==> src/hdl/tim_pkg.sv <==
/*
  constants, field positions and codes shared by the capture/compare/pwm block.
  assumes an 8-bit register port with a 4-bit register index.
*/
package tim_pkg;
  // ****************************************
  // register indices
  // ****************************************
  localparam logic [3:0] OFS_STATUS   = 4'h0;
  localparam logic [3:0] OFS_CNT_HI   = 4'h1;
  localparam logic [3:0] OFS_CNT_LO   = 4'h2;
  localparam logic [3:0] OFS_MOD_HI   = 4'h3;
  localparam logic [3:0] OFS_MOD_LO   = 4'h4;
  localparam logic [3:0] OFS_CH0_CTRL = 4'h5;
  localparam logic [3:0] OFS_CH0_HI   = 4'h6;
  localparam logic [3:0] OFS_CH0_LO   = 4'h7;
  localparam logic [3:0] OFS_CH1_CTRL = 4'h8;
  localparam logic [3:0] OFS_CH1_HI   = 4'h9;
  localparam logic [3:0] OFS_CH1_LO   = 4'hA;

  // ****************************************
  // field positions
  // ****************************************
  localparam int BIT_FLAG   = 7;
  localparam int BIT_IE     = 6;
  localparam int BIT_LINK   = 5;
  localparam int BIT_STOP   = 5;
  localparam int BIT_TRST   = 4;
  localparam int BIT_MODE   = 4;
  localparam int BIT_ELS_HI = 3;
  localparam int BIT_ELS_LO = 2;
  localparam int BIT_TOV    = 1;
  localparam int BIT_MAX    = 0;

  // ****************************************
  // reset values, masks and synchroniser latency
  // ****************************************
  localparam logic [15:0] MOD_RESET    = 16'hFFFF;
  localparam logic [6:0]  CTRL_RESET   = 7'h00;
  localparam logic        STOP_RESET   = 1'h1;
  localparam logic [7:0]  CH0_WR_MASK  = 8'h7F;
  localparam logic [7:0]  CH1_WR_MASK  = 8'h5F;
  localparam int          SYNC_LATENCY = 2;

  // ****************************************
  // codes
  // ****************************************
  typedef enum logic [1:0] {
    EDGE_NONE = 2'h0,
    EDGE_RISE = 2'h1,
    EDGE_FALL = 2'h2,
    EDGE_ANY  = 2'h3
  } edge_sel_e;

  typedef enum logic [1:0] {
    ACT_OFF    = 2'h0,
    ACT_TOGGLE = 2'h1,
    ACT_CLEAR  = 2'h2,
    ACT_SET    = 2'h3
  } cmp_act_e;
endpackage

==> src/hdl/tick_counter.sv <==
/*
  shared 16-bit up-counter with modulo wrap.
  assumes reset already synchronised to mclk.
*/
`timescale 1ns/1ps
module tick_counter
  import tim_pkg::*;
(
  input  wire logic        mclk,
  input  wire logic        rst_n,
  input  wire logic        stop,
  input  wire logic        clear,
  input  wire logic [15:0] modulo,
  output logic      [15:0] count,
  output logic      [15:0] next_count,
  output logic             step,
  output logic             wrap
);
  // ****************************************
  // counting
  // ****************************************
  assign step       = !stop;
  assign wrap       = step && (count == modulo);
  assign next_count = wrap ? 16'h0000 : 16'(count + 16'h0001);

  always_ff @(posedge mclk or negedge rst_n)
  begin
    if (!rst_n)
      count <= 16'h0000;
    else if (clear)
      count <= 16'h0000;
    else if (step)
      count <= next_count;
  end
endmodule // tick_counter

==> src/hdl/edge_capture.sv <==
/*
  pin synchroniser and selectable edge detector for one capture input.
  assumes the pin is asynchronous to mclk.
*/
`timescale 1ns/1ps
module edge_capture
  import tim_pkg::*;
(
  input  wire logic       mclk,
  input  wire logic       rst_n,
  input  wire logic       pin,
  input  wire logic [1:0] edge_sel,
  output logic            hit
);
  logic sync1;
  logic sync2;
  logic prev;

  // ****************************************
  // two-stage synchroniser
  // ****************************************
  always_ff @(posedge mclk or negedge rst_n)
  begin
    if (!rst_n)
    begin
      sync1 <= 1'h0;
      sync2 <= 1'h0;
      prev  <= 1'h0;
    end
    else
    begin
      sync1 <= pin;
      sync2 <= sync1;
      prev  <= sync2;
    end
  end

  // ****************************************
  // edge select
  // ****************************************
  always_comb
  begin
    unique case (edge_sel)
      EDGE_RISE: hit = sync2 && !prev;
      EDGE_FALL: hit = !sync2 && prev;
      EDGE_ANY:  hit = sync2 ^ prev;
      EDGE_NONE: hit = 1'h0;
    endcase
  end
endmodule // edge_capture

==> src/hdl/two_channel_capture_compare_pwm.sv <==
/*
  two-channel capture / compare / pwm block with its registers.
  assumes a single-cycle register port on mclk and asynchronous channel pins.
*/
// Design decisions made here: the address-and-strobe port and the register addresses.
`timescale 1ns/1ps
module two_channel_capture_compare_pwm
  import tim_pkg::*;
(
  input  wire logic       mclk,
  input  wire logic       resetn,
  input  wire logic [3:0] addr,
  input  wire logic [7:0] wdata,
  input  wire logic       wstrobe,
  input  wire logic       rstrobe,
  output logic      [7:0] rdata,
  input  wire logic       chan0_pin_in,
  output logic            chan0_pin_out,
  output logic            chan0_pin_oe,
  input  wire logic       chan1_pin_in,
  output logic            chan1_pin_out,
  output logic            chan1_pin_oe,
  output logic      [1:0] chan_irq,
  output logic            overflow_irq
);
  // ****************************************
  // reset release
  // ****************************************
  logic rst_meta;
  logic rst_n;

  always_ff @(posedge mclk or negedge resetn)
  begin
    if (!resetn)
    begin
      rst_meta <= 1'h0;
      rst_n    <= 1'h0;
    end
    else
    begin
      rst_meta <= 1'h1;
      rst_n    <= rst_meta;
    end
  end

  // ****************************************
  // timer status and counter
  // ****************************************
  logic        overflow_flag;
  logic        overflow_irq_enable;
  logic        stop;
  logic [15:0] modulo;
  logic [15:0] cnt;
  logic [15:0] next_cnt;
  logic        step;
  logic        wrap;
  logic        wr_status;
  logic        clr_cnt;

  assign wr_status = wstrobe && (addr == OFS_STATUS);
  assign clr_cnt   = wr_status && wdata[BIT_TRST];

  tick_counter u_counter (
    .mclk       (mclk),
    .rst_n      (rst_n),
    .stop       (stop),
    .clear      (clr_cnt),
    .modulo     (modulo),
    .count      (cnt),
    .next_count (next_cnt),
    .step       (step),
    .wrap       (wrap)
  );

  // set wins over a software clear in the same cycle
  always_ff @(posedge mclk or negedge rst_n)
  begin
    if (!rst_n)
      overflow_flag <= 1'h0;
    else if (wrap)
      overflow_flag <= 1'h1;
    else if (wr_status && !wdata[BIT_FLAG])
      overflow_flag <= 1'h0;
  end

  always_ff @(posedge mclk or negedge rst_n)
  begin
    if (!rst_n)
    begin
      overflow_irq_enable <= 1'h0;
      stop                <= STOP_RESET;
    end
    else if (wr_status)
    begin
      overflow_irq_enable <= wdata[BIT_IE];
      stop                <= wdata[BIT_STOP];
    end
  end

  // period is modulo plus one counts
  always_ff @(posedge mclk or negedge rst_n)
  begin
    if (!rst_n)
      modulo <= MOD_RESET;
    else if (wstrobe && addr == OFS_MOD_HI)
      modulo[15:8] <= wdata;
    else if (wstrobe && addr == OFS_MOD_LO)
      modulo[7:0] <= wdata;
  end

  assign overflow_irq = overflow_flag && overflow_irq_enable;

  // ****************************************
  // buffered pair selection
  // ****************************************
  logic       link;
  logic       sel;
  logic       last1;
  logic       next_last;
  logic       wr_val0;
  logic       wr_val1;
  logic [7:0] ctrl [2];
  logic [15:0] val [2];

  assign link    = ctrl[0][BIT_LINK];
  assign wr_val0 = wstrobe && (addr == OFS_CH0_HI || addr == OFS_CH0_LO);
  assign wr_val1 = wstrobe && (addr == OFS_CH1_HI || addr == OFS_CH1_LO);

  always_comb
  begin
    next_last = last1;
    if (wr_val1)
      next_last = 1'h1;
    else if (wr_val0)
      next_last = 1'h0;
  end

  // channel 0 always starts in control after linking
  always_ff @(posedge mclk or negedge rst_n)
  begin
    if (!rst_n)
    begin
      sel   <= 1'h0;
      last1 <= 1'h0;
    end
    else if (!link)
    begin
      sel   <= 1'h0;
      last1 <= 1'h0;
    end
    else
    begin
      last1 <= next_last;
      if (wrap)
        sel <= next_last;
    end
  end

  // ****************************************
  // channels
  // ****************************************
  logic [1:0] pin_in;
  logic [1:0] pin_out;
  logic [1:0] pin_oe;
  logic [1:0] flag;
  logic [1:0] edge_hit;
  logic [1:0] cap;
  logic [1:0] match;
  logic [1:0] cmp_mode;
  logic [1:0] active;

  assign pin_in = {chan1_pin_in, chan0_pin_in};

  for (genvar i = 0; i < 2; i++)
  begin : g_chan
    localparam logic [3:0] CTRL_OFS = (i == 0) ? OFS_CH0_CTRL : OFS_CH1_CTRL;
    localparam logic [3:0] HI_OFS   = (i == 0) ? OFS_CH0_HI : OFS_CH1_HI;
    localparam logic [3:0] LO_OFS   = (i == 0) ? OFS_CH0_LO : OFS_CH1_LO;
    localparam logic [7:0] WR_MASK  = (i == 0) ? CH0_WR_MASK : CH1_WR_MASK;
    logic        wr_ctrl;
    logic [15:0] cmp_val;
    logic        tov;
    logic        max_duty;
    logic [1:0]  els;
    logic        next_pin;
    logic [6:0]  ctrl_bits;

    assign wr_ctrl  = wstrobe && (addr == CTRL_OFS);
    assign tov      = ctrl[i][BIT_TOV];
    assign max_duty = ctrl[i][BIT_MAX];
    assign els      = ctrl[i][BIT_ELS_HI:BIT_ELS_LO];

    // while linked, channel 1 is idle and its control bits other than BIT_IE and the BIT_FLAG clear are ignored
    assign active[i]   = (i == 0) || !link;
    assign cmp_mode[i] = ((i == 0) && link) || ctrl[i][BIT_MODE];

    edge_capture u_edge (
      .mclk     (mclk),
      .rst_n    (rst_n),
      .pin      (pin_in[i]),
      .edge_sel (els),
      .hit      (edge_hit[i])
    );

    assign cap[i] = active[i] && !cmp_mode[i] && edge_hit[i];

    // unbuffered compare reads the live value register
    assign cmp_val = ((i == 0) && link && sel) ? val[1] : val[i];

    // next_cnt is the count this edge lands on, so one action per step
    assign match[i] = active[i] && cmp_mode[i] && step
                      && (next_cnt == cmp_val);

    always_ff @(posedge mclk or negedge rst_n)
    begin
      if (!rst_n)
        ctrl_bits <= CTRL_RESET;
      else if (wr_ctrl)
        ctrl_bits <= wdata[6:0] & WR_MASK[6:0];
    end
    assign ctrl[i] = {flag[i], ctrl_bits};

    // set wins over a software clear in the same cycle
    always_ff @(posedge mclk or negedge rst_n)
    begin
      if (!rst_n)
        flag[i] <= 1'h0;
      else if (cap[i] || match[i])
        flag[i] <= 1'h1;
      else if (wr_ctrl && !wdata[BIT_FLAG])
        flag[i] <= 1'h0;
    end

    // no reset: contents survive system reset
    always_ff @(posedge mclk)
    begin
      if (cap[i])
        val[i] <= cnt;
      else if (wstrobe && addr == HI_OFS)
        val[i][15:8] <= wdata;
      else if (wstrobe && addr == LO_OFS)
        val[i][7:0] <= wdata;
    end

    // overflow toggle first, then the compare action on top of it
    always_comb
    begin
      next_pin = pin_out[i];
      if (tov && max_duty)
        next_pin = 1'h1;
      else
      begin
        if (wrap && tov)
          next_pin = !next_pin;
        if (match[i])
        begin
          unique case (cmp_act_e'(els))
            ACT_TOGGLE: next_pin = !next_pin;
            ACT_CLEAR:  next_pin = 1'h0;
            ACT_SET:    next_pin = 1'h1;
            ACT_OFF:    next_pin = next_pin;
          endcase
        end
      end
    end

    always_ff @(posedge mclk or negedge rst_n)
    begin
      if (!rst_n)
        pin_out[i] <= 1'h0;
      else if (active[i] && cmp_mode[i])
        pin_out[i] <= next_pin;
    end

    assign pin_oe[i]   = active[i] && cmp_mode[i] && (els != EDGE_NONE);
    assign chan_irq[i] = flag[i] && ctrl[i][BIT_IE];
  end

  assign chan0_pin_out = pin_out[0];
  assign chan0_pin_oe  = pin_oe[0];
  assign chan1_pin_out = pin_out[1];
  assign chan1_pin_oe  = pin_oe[1];

  // ****************************************
  // register read
  // ****************************************
  logic [7:0] rd_mux;

  always_comb
  begin
    unique case (addr)
      OFS_STATUS:   rd_mux = {overflow_flag, overflow_irq_enable, stop, 5'h00};
      OFS_CNT_HI:   rd_mux = cnt[15:8];
      OFS_CNT_LO:   rd_mux = cnt[7:0];
      OFS_MOD_HI:   rd_mux = modulo[15:8];
      OFS_MOD_LO:   rd_mux = modulo[7:0];
      OFS_CH0_CTRL: rd_mux = ctrl[0];
      OFS_CH0_HI:   rd_mux = val[0][15:8];
      OFS_CH0_LO:   rd_mux = val[0][7:0];
      OFS_CH1_CTRL: rd_mux = ctrl[1];
      OFS_CH1_HI:   rd_mux = val[1][15:8];
      OFS_CH1_LO:   rd_mux = val[1][7:0];
      default:      rd_mux = 8'h00;
    endcase
  end

  // data stand only in the cycle after the read strobe
  always_ff @(posedge mclk or negedge rst_n)
  begin
    if (!rst_n)
      rdata <= 8'h00;
    else if (rstrobe)
      rdata <= rd_mux;
    else
      rdata <= 8'h00;
  end

  logic els_rise0;
  assign els_rise0 = (ctrl[0][BIT_ELS_HI:BIT_ELS_LO] == EDGE_RISE);
endmodule // two_channel_capture_compare_pwm

==> config.mk <==
export PLATFORM = sky130hd
export DESIGN_NAME = two_channel_capture_compare_pwm
export DESIGN_NICKNAME = d
export VERILOG_FILES = /design/src/hdl/tim_pkg.sv /design/src/hdl/tick_counter.sv /design/src/hdl/edge_capture.sv /design/src/hdl/two_channel_capture_compare_pwm.sv
export SDC_FILE = /design/constraint.sdc
export NUM_CORES = 1
export LEC_CHECK = 0
export BUFFER_PORTS_ARGS = -buffer_cell sky130_fd_sc_hd__buf_4
export CORE_MARGIN = 2
export CORE_UTILIZATION = 49
export CTS_BUF_LIST = sky130_fd_sc_hd__clkbuf_4
export CTS_CLUSTER_DIAMETER = 60
export DETAILED_ROUTE_END_ITERATION = 12
export GPL_TIMING_DRIVEN = 1
export PLACE_DENSITY = 0.69
export SLEW_MARGIN = 20
export SYNTH_ARGS = -nofsm -noshare
export SYNTH_HDL_FRONTEND = slang
export SYNTH_HIERARCHICAL = 1
export SYNTH_SLANG_ARGS = --single-unit
==> constraint.sdc <==
create_clock -name mclk -period 2 [get_ports mclk]
set_input_delay 0.3 -clock mclk [delete_from_list [all_inputs] [get_ports mclk]]
set_output_delay 0.3 -clock mclk [all_outputs]
set_load 0.01 [all_outputs]
* Yosys cells after proc, flatten, opt, wreduce, memory -nomap -nowiden
Memories as Yosys holds them, arrays and structs flattened.
Cells that the tools add are included.
** Storage, ports and cells
- Logic and storage cells :: 169
- Output and inout port bits :: 15
- Bits of input ports :: 18
- Register bits :: 70
- Bits in writable memories :: 32
- Memories kept :: 1
** Memories
- val :: words 2, bits a word 16, read ports 2, clocked after Yosys merged registers in 0, wr ports 2, line two_channel_capture_compare_pwm.sv:123 : logic [15:0] val [2];
** Operators by class
- Reduce and logical (&&, ||, !) cells :: 65
- Mux-type cells :: 51
- Bitwise gates (word level) :: 7
- Equal/unequal tests :: 21
- Add/sub/neg operators :: 1
** Operator list (count)
- $pmux W8 S11 :: 1
- $mux W16 :: 4
- $eq A16 B16 Y1 :: 3
- $mux W8 :: 5
- $logic_and A1 B1 Y1 :: 38
- $mux W1 :: 37
- $add A16 B1 Y16 const B :: 1
- $eq A4 B3 Y1 const B :: 4
- $pmux W1 S4 :: 4
- $logic_not A1 Y1 :: 13
- $eq A4 B4 Y1 const B :: 3
- $reduce_bool A2 Y1 :: 5
- $eq A2 B2 Y1 const B :: 4
- $eq A4 B2 Y1 const B :: 2
- $logic_or A1 B1 Y1 :: 5
- $eq A2 B1 Y1 const B :: 2
- $eq A4 B1 Y1 const B :: 1
- $logic_not A2 Y1 :: 2
- $logic_not A4 Y1 :: 1
- $ne A2 B1 Y1 const B :: 2
- $or A1 B1 Y1 :: 4
- $reduce_and A2 Y1 :: 1
- $xor A1 B1 Y1 :: 2
- $not A1 Y1 :: 1

* Depth between registers and ports, before layout
- Word-level depth :: 9
- Depth in mapped cells :: 14
- Gate-level depth less buffers :: 12

* By module
Netlist, hierarchy kept.
** By module, submodules not included
- two_channel_capture_compare_pwm :: cells an instance 426, sequential area each 2183.3 um2, area each 4707.0 um2, times used 1
- tick_counter :: cells an instance 169, sequential area each 400.4 um2, area each 1521.5 um2, times used 1
- edge_capture :: cells an instance 12, sequential area each 75.1 um2, area each 133.9 um2, times used 2

* Worst setup path before layout
OpenSTA, ideal clock, no wires.
- Kind :: reg2reg
- Start point :: register u_counter.count[6]
- End point :: register pin_out[1], in the netlist chan1_pin_out
- Setup slack :: -1.060 ns
- Setup time :: 0.082 ns
- Required time :: 1.918 ns
- Clock period less this slack :: 3.060 ns
- Arrival time :: 2.978 ns
- Cell stages (with the launch flop) :: 15
- Buffers on the path :: 3
- Path through :: dfrtp_1 buf_2 xor2_1 nor4_1 nand3_1 nor2_4 buf_6 buf_6 nor2_1 xor2_1 nor4_2 nand3_1 or4_4 mux2_4 a22oi_2
** On the way
- Elaborated cells on any way between the ends :: 13
- Those cells by class :: 1 x add/sub; 2 x eq/ne; 6 x mux; 4 x reduce/logical
** RTL lines
- start: declaration :: line tick_counter.sv:14 : output logic [15:0] count,
- start signal: assignment :: line tick_counter.sv:33 : count <= next_count;
- $eq A16 B16 Y1 :: line tick_counter.sv:23 : assign wrap = step && (count == modulo);
- $logic_and A1 B1 Y1 :: line tick_counter.sv:23
- named net wrap :: line two_channel_capture_compare_pwm.sv:56 : logic wrap;
- $mux W16 :: line tick_counter.sv:24 : assign next_count = wrap ? 16'h0000 : 16'(count + 16'h0001);
- named net next_cnt[8] :: line two_channel_capture_compare_pwm.sv:54 : logic [15:0] next_cnt;
- $eq A16 B16 Y1 :: line two_channel_capture_compare_pwm.sv:212 : && (next_cnt == cmp_val);
- $logic_and A1 B1 Y1 :: line two_channel_capture_compare_pwm.sv:212
- $mux W1 :: line two_channel_capture_compare_pwm.sv:255 : if (match[i])
- $mux W1 :: line two_channel_capture_compare_pwm.sv:249 : if (tov && max_duty)
- end signal: indexed assignment :: line two_channel_capture_compare_pwm.sv:272 : pin_out[i] <= next_pin;
- end: declaration :: line two_channel_capture_compare_pwm.sv:163 : logic [1:0] pin_out;
The timed path passes the listed nets, and every way through them passes these cells. The select of a mux whose other input is x is not followed.
A chain may end at the register's enable or synchronous reset.

* Worst setup path in the final report
- Start point :: register u_counter.count[2]
- End point :: register pin_out[1], in the netlist chan1_pin_out
** On the way
- Elaborated cells on any way between the ends :: 13
- Those cells by class :: 1 x add/sub; 2 x eq/ne; 6 x mux; 4 x reduce/logical
** RTL lines (line)
- branches (longest 2 deep; another with $add A16 B1 Y16)
- $mux W16 (*) :: tick_counter.sv:24
- named net next_cnt[9] :: two_channel_capture_compare_pwm.sv:54
- $eq A16 B16 Y1 (*) :: two_channel_capture_compare_pwm.sv:212
- $logic_and A1 B1 Y1 (*) :: two_channel_capture_compare_pwm.sv:212
- $mux W1 (*) :: two_channel_capture_compare_pwm.sv:255
- $mux W1 (*) :: two_channel_capture_compare_pwm.sv:249
Mark *: on every way through the listed nets, which the timed path passes. The select of a mux whose other input is x is not followed.

==> metrics.cfg <==
[worst_hold_path]
whs_path_depth=2
hold_start=wdata[4]
hold_class=input port to flip-flop
whs_endpoint=g_chan[0].ctrl_bits[4]

[cells_and_area]
layout.cells.non_filler=968
nFillCells=1025
area_growth_pct=33.76
fin_nets=810
drive_above_1_share=0.4672
n_antenna_cell=0

[clock_network]
numCtsBuffers=9
clock-root-buffer=clkbuf_4
clock-sinks=102
cts.clk_slew.worst_paths_ns=0.15
cts_max_level=3
clk_latency_ns=0.50
cts_tree=yes
clock_path_buffers=2

[global_route]
grt_max_degree=69
overflow=0
antenna_found_initial=0
grt_pass1_wl_um=33710
grtUsageTotal=0.3181
grt_pass1_vias=5775

[floorplan]
die_x_um=119.1
die_h_um=119.1
rows=42
die-area_um2=14190
fp.coreArea_um2=13090
initial_core_util=0.4965
ios=33

[setup_path]
crit_arrival_ns=3.53
start_kind=flip-flop
cp.required_ns=2.42
reg2reg_slack_ns=-1.11
cp_slowest_stage_delay_ns=0.53
cp_max_fo=5
slowest_stage=or4_4
crit_type=flip-flop to flip-flop
worstRegToRegCells=12
crit_chain=buf_6 -> nand3_4 -> nor4_4 -> and4_1 -> xnor2_1 -> nor2_1 -> xor2_1 -> nor3_2 -> o2111ai_1 -> or4_4 -> mux2_4 -> a22oi_2
end_kind=flip-flop
reg2reg_to=chan1_pin_out
reg2reg_from=u_counter/count[2]

[detailed_routing]
firstDrtPassIters=6
routed_via_density=5.998
route.vias.total=5806
post-route-drc-count=0
top_layer=met4
drt-total-wl_um=22160
drt_iter0_markers=658
met2_length_um=10370
ant_nets=0
m1WireLength_um=9129
wl_per_cell_um=22.89
route.met3.wl_um=1698

[placed_design]
post-place-cells=937
gp_congestion=1.035
portBuffers=32
place_hpwl_um=16570

[power_and_ir_drop]
peakVddDrop_v=0.0007031
powerDensity_nw_per_um2=829.7
p_leak_nw=3.651
power_w=0.007210

[synthesis]
syn-num-nets=642
synth_area_um2=6496
synth_warnings=6
synthCells=619
yosysSeqAreaShare=0.4208
synth_flop_cell=dfrtp_1
ys_ff_latch=102
synth_edf_count=32
syn_avg_cell_area_um2=10.49
ys_types=70
async_reset_ff_frac=0.6863

[sta]
worst_pin_slew_ns=0.5059
fin_ws_ns=-1.107
slew_headroom=0.6615
rsz0062_at_grt=true
finClkSkew_ns=0.01208
fin_crit_sh=1.553
finalSetupViolCount=11
drv_slew=0
hold_viol_final=0
fmax_mhz=321.9
finalCriticalPeriod_ns=3.107

[outcome]
outcome=finished with violations
violations=setup timing

[job]
cap_violations=0

[state kept, by name, summed over array words and instances (netlist names)]
name and flops:
ctrl 2, rdata 8, val 32, g_chan.u_edge/prev 2, stop 1, rst_meta 1
sel 1, chan1_pin_out 1, u_counter/count 16, g_chan.u_edge/sync1 2, last1 1, g_chan.u_edge/sync2 2
overflow_flag 1, overflow_irq_enable 1, rst_n 1, chan0_pin_out 1, modulo 16, g_chan.ctrl_bits 13
[synth_stat cells, drive strengths merged (2+ instances only)]
cell type | instances | area share
a2111oi | 13 | 0.030
a21oi | 18 | 0.016
a221oi | 4 | 0.0054
a222oi | 3 | 0.0046
a22o | 2 | 0.0027
a22oi | 6 | 0.0077
a31oi | 7 | 0.0067
a32o | 6 | 0.0092
a32oi | 3 | 0.0040
a41oi | 2 | 0.0027
and2 | 4 | 0.0039
and3 | 9 | 0.0089
and4 | 2 | 0.0027
buf | 25 | 0.023
clkbuf | 9 | 0.0052
dfrtp | 53 | 0.20
dfstp | 17 | 0.069
edfxtp | 32 | 0.15
ha | 5 | 0.0096
inv | 34 | 0.020
mux2 | 70 | 0.12
mux2i | 20 | 0.031
mux4 | 3 | 0.010
nand2 | 40 | 0.023
nand2b | 10 | 0.010
nand3 | 22 | 0.020
nand3b | 2 | 0.0023
nand4 | 9 | 0.0096
nor2 | 45 | 0.027
nor2b | 15 | 0.014
nor3 | 13 | 0.011
nor4 | 9 | 0.013
nor4b | 2 | 0.0050
o2111ai | 3 | 0.0040
o21ai | 32 | 0.025
o22ai | 6 | 0.0058
o2bb2ai | 2 | 0.0027
or4 | 2 | 0.0029
xnor2 | 24 | 0.032
xor2 | 28 | 0.038
[per-layer routing]
metal  up-vias  track usage
li1       2597            -
met1      2855       0.4287
met2       286       0.4932
met3        68      0.06178
met4         0       0.1525
met5         -            0
[cell type report]
type	count	area [um^2]	share of cell area
clock buffer	9	67.56	0.007775
tap	176	220.2	0.02534
multi-input combinational	449	3830	0.4407
sequential	102	2740	0.3153
inverter	34	127.6	0.01469
timing repair buffer	191	1592	0.1832
clock inverter	7	112.6	0.01296
[cell families (layout without fill, tap and decap cells)]
group / after synthesis / in the layout / synth area share
xor+xnor: 52 / 52 / 0.07011
buf+inv: 68 / 241 / 0.04738
simple gates: 185 / 185 / 0.1545
other cells: 1 / 1 / 0.0005773
mux: 93 / 93 / 0.1631
fa+ha+maj: 5 / 5 / 0.009630
compound gates: 113 / 113 / 0.1339
flops: 102 / 102 / 0.4208
[cells in the final DEF (no fill, tap or decap), types with 5 or more instances in the layout]
cell | synthesis | routed
a2111oi_2 | 10 | 10
a21oi_1 | 15 | 15
a31oi_1 | 7 | 7
a32o_1 | 6 | 6
and3_1 | 8 | 7
buf_12 | 0 | 7
buf_4 | 4 | 168
buf_6 | 2 | 12
clkbuf_4 | 0 | 9
dfrtp_1 | 53 | 48
dfrtp_2 | 0 | 5
dfstp_2 | 17 | 17
edfxtp_1 | 32 | 32
inv_1 | 29 | 28
inv_2 | 5 | 6
mux2_2 | 59 | 36
mux2_4 | 1 | 33
mux2i_1 | 20 | 19
nand2_1 | 40 | 40
nand2b_1 | 9 | 9
nand3_1 | 20 | 17
nand4_1 | 8 | 8
nor2_1 | 44 | 33
nor2_2 | 0 | 8
nor2b_1 | 15 | 12
nor3_1 | 12 | 9
o21ai_0 | 24 | 22
o21ai_1 | 8 | 7
o22ai_1 | 6 | 6
xnor2_1 | 24 | 21
xor2_1 | 28 | 27
[critical path, delay by kind of cell, from the launching register on]
kind | cells | cell delay [ns]
xor+xnor | 2 | 0.36
buf+inv | 1 | 0.14
compound gates | 2 | 0.23
simple gates | 6 | 1.55
flops | 1 | 0.43
mux | 1 | 0.32
[per-stage QoR]
step	setup WS (ns)	cell area [um^2]	hold WS, ns	TNS [ns]	util
finish	-1.107	8690	0.1304	-4.057	0.6641
global route	-1.243	8690	0.09883	-7.243	0.6641
CTS	-1.046	8262	0.07513	-3.720	0.6314
detailed placement	-1.092	7973	0.08515	-4.056	0.6093
global placement	-1.059	7973	0.08249	-3.740	0.6093
floorplan	-0.9967	6529	0.004409	-3.310	-
[power breakdown]
group	switching, W	internal (W)	total (W)
registers	0.000348	0.00257	0.00292
clock network	0.000722	0.000626	0.00135
logic	0.00144	0.00150	0.00294
total	0.00251	0.00470	0.00721
[worst max-delay path by stage]
stage,from,cells past startpoint,endpoint
3_5_place_dp,u_counter/count[1],12,chan0_pin_out
6_report,u_counter/count[2],12,chan1_pin_out
3_3_place_gp,u_counter/count[1],12,chan0_pin_out
2_1_floorplan,u_counter/count[9],14,chan1_pin_out
4_1_cts,u_counter/count[1],12,chan1_pin_out
5_1_grt,modulo[1],12,chan1_pin_out
[timing repair]
action,4_1_cts,5_1_grt
resized for setup,21,77
hold endpoints to repair,4,0
endpoints found under the setup margin,22,62
setup buffers,3,10
cloned,0,1
pin swaps,4,16
hold buffers,3,0
Note: power is estimated with default switching activity, not from simulation.
